==> config.mk <==
export PLATFORM = sky130hd
export DESIGN_NAME = rtcf_control
export DESIGN_NICKNAME = d
export VERILOG_FILES = /design/src/rtl/rtcf_pkg.sv /design/src/rtl/rtcf_control.sv /design/src/rtl/rtcf_periodic_gen.sv
export SDC_FILE = /design/constraint.sdc
export NUM_CORES = 1
export LEC_CHECK = 0
export BUFFER_PORTS_ARGS = -buffer_cell sky130_fd_sc_hd__buf_4
export CAP_MARGIN = 20
export CORE_ASPECT_RATIO = 1.4
export CORE_MARGIN = 5
export CORE_UTILIZATION = 45
export CTS_CLUSTER_SIZE = 8
export DETAILED_ROUTE_END_ITERATION = 7
export GPL_ROUTABILITY_DRIVEN = 0
export GPL_TIMING_DRIVEN = 0
export HOLD_SLACK_MARGIN = 0.15
export PLACE_DENSITY = 0.77
export SLEW_MARGIN = 0
export SYNTH_ARGS = -nofsm -noshare
export SYNTH_HDL_FRONTEND = slang
export SYNTH_SLANG_ARGS = --single-unit
==> constraint.sdc <==
create_clock -name clock -period 4.2 [get_ports clock]
set_input_delay 0.63 -clock clock [delete_from_list [all_inputs] [get_ports clock]]
set_output_delay 0.63 -clock clock [all_outputs]
set_load 0.03 [all_outputs]
==> src/rtl/rtcf_pkg.sv <==
package rtcf_pkg;

	// ----------------------------------------
	// register map
	// ----------------------------------------
	localparam logic [7:0] RTCF_RATE_DIV_OFS     = 8'h0A;
	localparam logic [7:0] RTCF_MODE_CONTROL_OFS = 8'h0B;
	localparam logic [7:0] RTCF_EVENT_FLAGS_OFS  = 8'h0C;

	// ----------------------------------------
	// field positions
	// ----------------------------------------
	localparam int RTCF_MODE_INHIBIT_BIT  = 7;
	localparam int RTCF_MODE_PIE_BIT      = 6;
	localparam int RTCF_MODE_AIE_BIT      = 5;
	localparam int RTCF_MODE_UIE_BIT      = 4;
	localparam int RTCF_MODE_BINARY_BIT   = 2;
	localparam int RTCF_MODE_HOUR24_BIT   = 1;
	localparam int RTCF_MODE_DST_BIT      = 0;
	localparam int RTCF_FLAG_IRQ_BIT      = 7;
	localparam int RTCF_FLAG_PERIODIC_BIT = 6;
	localparam int RTCF_FLAG_ALARM_BIT    = 5;
	localparam int RTCF_FLAG_UPDATE_BIT   = 4;

	// ----------------------------------------
	// reset values and masks
	// ----------------------------------------
	localparam logic [7:0] RTCF_MODE_RESET      = 8'h00;
	localparam logic [3:0] RTCF_RATE_RESET      = 4'h0;
	localparam logic [2:0] RTCF_FLAGS_RESET     = 3'h0;
	localparam logic [7:0] RTCF_MODE_WRITE_MASK = 8'hF7;

	// ----------------------------------------
	// rate code table: code 3 is the shortest period, each step doubles
	// ----------------------------------------
	localparam logic [3:0] RTCF_RATE_FIRST   = 4'h3;
	localparam logic [3:0] RTCF_RATE_ALIAS_1 = 4'h8;
	localparam logic [3:0] RTCF_RATE_ALIAS_2 = 4'h9;
	// 32768 Hz tick count per period of code 3 (122.070 us)
	localparam int         RTCF_BASE_TICKS   = 4;
	localparam int         RTCF_DIV_WIDTH    = 16;

endpackage

==> src/rtl/rtcf_control.sv <==
// Overview of operation
// - rate code 0 never fires; 3..F double from 122 us; 1,2 alias 8,9
// - inhibit bit 7 set suspends the once-per-second time advance
// - periodic flag reaches the request only when bit 6 enables it
// - alarm flag reaches the request only when bit 5 enables it
// - update-ended flag reaches the request only when bit 4 enables it
// - bit 2 selects binary when one, BCD when zero, for presented values
// - bit 1 one selects 24-hour form 0..23 with AM/PM held off
// - bit 1 zero selects 12-hour form 1..12 with AM/PM indicator
// - bit 0 enables yearly daylight-savings hour adjustment
// - format bits act only on conversion, never on stored contents
// - format bits may toggle at any time without side effects
// - request flag reads one when any enabled event flag is set
// - reading the flag register clears request and event flags
// - periodic flag sets on every periodic event regardless of enable
// - mode control and flags reset to zero
// - rate code sits in bits 3..0 of rate register, reset zero
// - alarm flag sets on every alarm regardless of enable
// - update-ended flag sets when an update completes, regardless of enable
//
// The address-and-strobe port was left to the implementer.
`timescale 1ns/10ps
module rtcf_control
	import rtcf_pkg::*;
(
	input  wire logic       clock,
	input  wire logic       rstn,
	input  wire logic [7:0] addr,
	input  wire logic [7:0] wdata,
	input  wire logic       wr_en,
	input  wire logic       rd_en,
	output logic      [7:0] rdata,
	input  wire logic       tick_32k,
	input  wire logic       second_tick,
	input  wire logic       alarm_event,
	input  wire logic       update_done,
	output logic            update_advance,
	output logic            binary_mode,
	output logic            hour_24_mode,
	output logic            dst_enable,
	output logic            irq
);
	import rtcf_pkg::*;

	logic [7:0] mode_reg;
	logic [7:0] mode_next;
	logic [3:0] rate_reg;
	logic [2:0] flags_reg;
	logic [2:0] flags_next;
	logic [2:0] enables;
	logic       req_flag;
	logic       periodic_event;
	logic       flags_read;

	// ----------------------------------------
	// periodic event source
	// ----------------------------------------
	rtcf_periodic_gen u_periodic
	(
		.clock              (clock),
		.rstn               (rstn),
		.tick_32k           (tick_32k),
		.periodic_rate_code (rate_reg),
		.periodic_event     (periodic_event)
	);

	// ----------------------------------------
	// writable registers
	// ----------------------------------------
	// next mode value, also feeds the irq register so it never lags an enable write
	always_comb
	begin
		mode_next = mode_reg;
		if (wr_en && addr == RTCF_MODE_CONTROL_OFS)
			mode_next = wdata & RTCF_MODE_WRITE_MASK; // bit 3 reserved, reads zero
	end

	always_ff @(posedge clock)
	begin
		if (!rstn)
			mode_reg <= RTCF_MODE_RESET;
		else
			mode_reg <= mode_next;
	end

	always_ff @(posedge clock)
	begin
		if (!rstn)
			rate_reg <= RTCF_RATE_RESET;
		else if (wr_en && addr == RTCF_RATE_DIV_OFS)
			rate_reg <= wdata[3:0];
	end

	// ----------------------------------------
	// mode outputs
	// ----------------------------------------
	// inhibit time advance
	assign update_advance = second_tick & ~mode_reg[RTCF_MODE_INHIBIT_BIT];
	assign binary_mode    = mode_reg[RTCF_MODE_BINARY_BIT];
	// conversion only, counters never see a change
	assign hour_24_mode   = mode_reg[RTCF_MODE_HOUR24_BIT];
	assign dst_enable     = mode_reg[RTCF_MODE_DST_BIT];

	// ----------------------------------------
	// event flags
	// ----------------------------------------
	assign flags_read = rd_en && addr == RTCF_EVENT_FLAGS_OFS;

	always_comb
	begin
		flags_next = flags_read ? 3'h0 : flags_reg;
		// an event in the clearing cycle survives the read
		flags_next = flags_next | {periodic_event, alarm_event, update_done};
	end

	always_ff @(posedge clock)
	begin
		if (!rstn)
			flags_reg <= RTCF_FLAGS_RESET;
		else
			flags_reg <= flags_next;
	end

	assign enables = {mode_reg[RTCF_MODE_PIE_BIT], mode_reg[RTCF_MODE_AIE_BIT],
		mode_reg[RTCF_MODE_UIE_BIT]};

	assign req_flag = |(flags_reg & enables);

	// interrupt follows request
	// next flags and next enables, so irq equals the request flag in every cycle
	always_ff @(posedge clock)
	begin
		if (!rstn)
			irq <= 1'b0;
		else
			irq <= |(flags_next & {mode_next[RTCF_MODE_PIE_BIT], mode_next[RTCF_MODE_AIE_BIT],
				mode_next[RTCF_MODE_UIE_BIT]});
	end

	// ----------------------------------------
	// read path, data one cycle after the strobe
	// ----------------------------------------
	always_ff @(posedge clock)
	begin
		if (!rstn)
			rdata <= 8'h00;
		else if (rd_en)
		begin
			case (addr)
				RTCF_RATE_DIV_OFS:     rdata <= {4'h0, rate_reg};
				RTCF_MODE_CONTROL_OFS: rdata <= mode_reg;
				RTCF_EVENT_FLAGS_OFS:  rdata <= {req_flag, flags_reg, 4'h0};
				default:               rdata <= 8'h00;
			endcase
		end
		else
			rdata <= 8'h00;
	end
endmodule

==> src/rtl/rtcf_periodic_gen.sv <==
`timescale 1ns/10ps
module rtcf_periodic_gen
	import rtcf_pkg::*;
(
	input  wire logic       clock,
	input  wire logic       rstn,
	input  wire logic       tick_32k,
	input  wire logic [3:0] periodic_rate_code,
	output logic            periodic_event
);
	logic [RTCF_DIV_WIDTH-1:0] div_reg;
	logic [RTCF_DIV_WIDTH-1:0] period_ticks;
	logic [3:0]                eff_code;

	// ----------------------------------------
	// rate decode
	// ----------------------------------------
	// rate code decode
	always_comb
	begin
		eff_code = periodic_rate_code;
		if (periodic_rate_code == 4'h1)
			eff_code = RTCF_RATE_ALIAS_1;
		else if (periodic_rate_code == 4'h2)
			eff_code = RTCF_RATE_ALIAS_2;
		period_ticks = RTCF_DIV_WIDTH'(RTCF_BASE_TICKS) << (eff_code - RTCF_RATE_FIRST);
	end

	// ----------------------------------------
	// divider of the 32 kHz tick
	// ----------------------------------------
	// divide slow clock
	always_ff @(posedge clock)
	begin
		if (!rstn || periodic_rate_code == 4'h0)
		begin
			div_reg        <= '0;
			periodic_event <= 1'b0;
		end
		else if (tick_32k)
		begin
			// restart on the last tick so a code change takes effect within one period
			if (div_reg >= period_ticks - 1'b1)
			begin
				div_reg        <= '0;
				periodic_event <= 1'b1;
			end
			else
			begin
				div_reg        <= div_reg + 1'b1;
				periodic_event <= 1'b0;
			end
		end
		else
			periodic_event <= 1'b0;
	end
endmodule

==> results.py <==
metrics = {
    "timing": {
        "skew_ps": 6.50,
        "period_needed_ps": 3670,
        "maxSlewHeadroom": 0.609,
        "fin_crit_sh": 0.874,
        "finalSetupViolations": 0,
        "fmax_mhz": 272,
        "slew_viol_final": 0,
        "hold_ws_ps": 481,
        "hold_viol": 0,
        "tns_ps": 0,
        "worstMarginPinSlew_ps": 585,
        "rsz0062_at_grt": "false",
    },
    "grt": {
        "grt_pass1_wl_mm": 8.96,
        "antenna_found_initial": 0,
        "overflow": 0,
        "grt_pass1_vias": 1971,
        "track_usage": 0.163,
        "grt_max_degree": 14,
    },
    "worst_setup_path": {
        "startpoint_type": "flop",
        "critPathBufInv": 4,
        "reg2regPathDepth": 16,
        "worstSetupEndpointType": "flop",
        "worstReg2RegStart": "rate_reg[1]",
        "r2r-end": "u_periodic.div_reg[7]",
        "critPathSlowestCell": "a21oi_1",
        "cp_top_family": "compound AO/OA/AOI/OAI gates",
        "rrSetupSlack_ps": 530,
        "cp_cell_sequence": "buf_2, clkbuf_1, or3_1, ha_1, clkbuf_1, nand2b_1, o21ai_0, a21oi_1, o21a_1, ha_1, a21oi_1, o21ai_0, a21oi_1, a21boi_2, buf_6, nor3_2",
        "path_common_cell": "a21oi_1",
        "critical_path_depth": 16,
        "criticalPathCategory": "reg -> reg",
        "worstPathRequired_ps": 4420,
        "worstPathArrival_ps": 3890,
        "critPathMaxStageDelay_ps": 430,
        "cp_max_fo": 10,
    },
    "pwr": {
        "p_sw_frac": 0.228,
        "total_power_w": 0.000669,
        "p_leak_nw": 1.13,
        "pwr-share-clk": 0.373,
        "internal_power_w": 0.000516,
        "pwr-share-seq": 0.571,
        "ir_drop_uv": 123,
        "p_switching_w": 0.000153,
        "p_comb_frac": 0.056,
        "powerDensity_mw_per_mm2": 238,
    },
    "floorplanning": {
        "die_h_um": 95.9,
        "dieArea_mm2": 0.00684,
        "num_rows": 31,
        "coreArea_mm2": 0.00516,
        "die_w_um": 71.3,
        "start_util": 0.459,
        "pin_count": 37,
    },
    "synth": {
        "synthMuxAreaShare": 0.0338,
        "syn_inst": 269,
        "synth-simple-area-share": 0.311,
        "yosysWarnings": 0,
        "ys_async_sr_fraction": 0,
        "synth_compound_area_frac": 0.145,
        "synth.most_common_cell": "dfxtp_1",
        "synth-xor-area-share": 0.0517,
        "synth_seq_cells": 40,
        "synth_top_family_by_area": "simple AND/OR/NAND/NOR gates",
        "synth_nets": 309,
        "synth_area_leaders": "dfxtp_1, ha_1, nor2_1",
        "ys_dominant_reg_cell": "dfxtp_1",
        "synth_cell_types": 50,
        "syn-mean-instance-area_um2": 8.81,
        "netlist.area_leader.share": 0.338,
        "synth_common_cells": "dfxtp_1, nor2_1, a21oi_1, nand2_1, ha_1",
        "synthAdderAreaFrac": 0.0845,
        "synth_enable_flop_cells": 0,
        "synth_top_area_cell": "dfxtp_1",
        "seq_area_frac_synth": 0.338,
        "syn_area_mm2": 0.00237,
    },
    "route": {
        "vias": 2051,
        "drcViolationCount": 0,
        "wl_per_cell_um": 14.0,
        "drt_iter0_drc": 84,
        "routed_wl_mm": 5.31,
        "drt_first_pass_iters": 4,
        "via_per_inst": 5.41,
        "drtAntennaViolNets": 0,
    },
    "cts": {
        "clkTransAtPathRegs_ps": 80,
        "cts_root_buf": "clkbuf_8",
        "clock-sinks": 40,
        "cts_resized": 0,
        "cts_tree": "yes",
        "cts_buffer_depth": 2,
        "hold_buffers": 0,
        "clock_latency_ps": 290,
        "htree_levels": 2,
        "post_cts_buffers": 0,
        "numCtsBuffers": 5,
    },
    "place": {
        "port_buffers": 36,
        "hpwl_mm": 4.23,
    },
    "finish": {
        "layout-drive-gt1-share": 0.224,
        "n_antenna_cell": 0,
        "nets": 352,
        "multi_input_area_mm2": 0.00149,
        "nFillCells": 492,
        "largest_register_ffs": 16,
        "seqCellArea_um2": 801,
        "synthToLayoutAreaGrowth_pct": 18.6,
    },
    "status": {
        "status": "finished, final reports clean",
    },
    "min_path": {
        "hp-class": "reg -> reg",
        "holdPathEnd": "flags_reg[2]",
        "hold-path-cell-count": 2,
        "min_from": "u_periodic.periodic_event",
    },
    "run": {
        "maxCapViolations": 0,
    },
}
==> how the worst max path moves through the flow <==
stage / from / to
2_1_floorplan: rate_reg[1] / u_periodic.div_reg[6]
3_3_place_gp: rate_reg[1] / u_periodic.div_reg[6]
3_5_place_dp: rate_reg[1] / u_periodic.div_reg[7]
4_1_cts: rate_reg[1] / u_periodic.div_reg[7]
5_1_grt: rate_reg[1] / u_periodic.div_reg[8]
6_report: rate_reg[1] / u_periodic.div_reg[7]
==> final cells by class <==
| type | instances | share of cell area |
|---|---|---|
| clock buffer | 5 | 0.0245 |
| inverter | 4 | 0.00534 |
| multi-input combinational | 213 | 0.529 |
| sequential | 40 | 0.285 |
| clock inverter | 3 | 0.00668 |
| tap | 66 | 0.0294 |
| buffer | 12 | 0.0240 |
| timing repair buffer | 36 | 0.0962 |
==> layout by cell type, fill, tap and decap left out, drive strengths merged, types with 6 or more instances in the layout <==
master  count
a21oi      22
xor2        8
nor2       31
nand4       7
o21ai       7
nand3       8
and3        8
ha         16
clkbuf     11
nand2      20
nand2b     13
mux2i       8
xnor2       6
buf        42
a22oi       7
nor3       17
dfxtp      40
==> per-layer routing <==
metal | global-route usage | part of all wire | wire length [um] | vias up
li1 | - | - | - | 1052
met2 | 0.306 | 0.54 | 2840 | 38
met4 | 0.0674 | 0.021 | 114 | 0
met1 | 0.175 | 0.39 | 2090 | 952
met3 | 0.0345 | 0.049 | 258 | 9
met5 | 0 | 0 | 0 | -
==> through the flow <==
step / instance area, um2 / cells / worst slack, ps / utilization
floorplan: 2370 / 269 / 1110 / -
global placement: 2720 / 371 / 568 / 0.528
detailed placement: 2720 / 371 / 518 / 0.528
CTS: 2810 / 379 / 495 / 0.545
global route: 2810 / 379 / 173 / 0.545
finish: 2810 / 379 / 529 / 0.545
==> worst register-to-register path, stage by stage (launching register included) <==
cell	delay, ps
dfxtp_1	300
buf_2	160
clkbuf_1	230
or3_1	390
ha_1	190
clkbuf_1	220
nand2b_1	250
o21ai_0	180
a21oi_1	100
o21a_1	200
ha_1	170
a21oi_1	150
o21ai_0	130
a21oi_1	430
a21boi_2	160
buf_6	190
nor3_2	150
==> power groups by stage <==
stage	logic, W	clock network [W]	registers (W)
CTS	0.0000377	0.000259	0.000382
detailed placement	0.0000375	0	0.000391
floorplan	0.0000125	0	0.000390
global route	0.0000403	0.000272	0.000382
finish	0.0000374	0.000250	0.000382
global placement	0.0000368	0	0.000390
==> cell families (layout without fill, tap and decap cells) <==
| kind of cell | after synthesis | in the layout |
|---|---|---|
| mux | 8 | 8 |
| simple gates | 123 | 123 |
| xor+xnor | 14 | 14 |
| other cells | 1 | 1 |
| compound gates | 51 | 51 |
| flops | 40 | 40 |
| fa+ha+maj | 16 | 16 |
| buf+inv | 16 | 60 |
(Power assumes the default switching activity.)
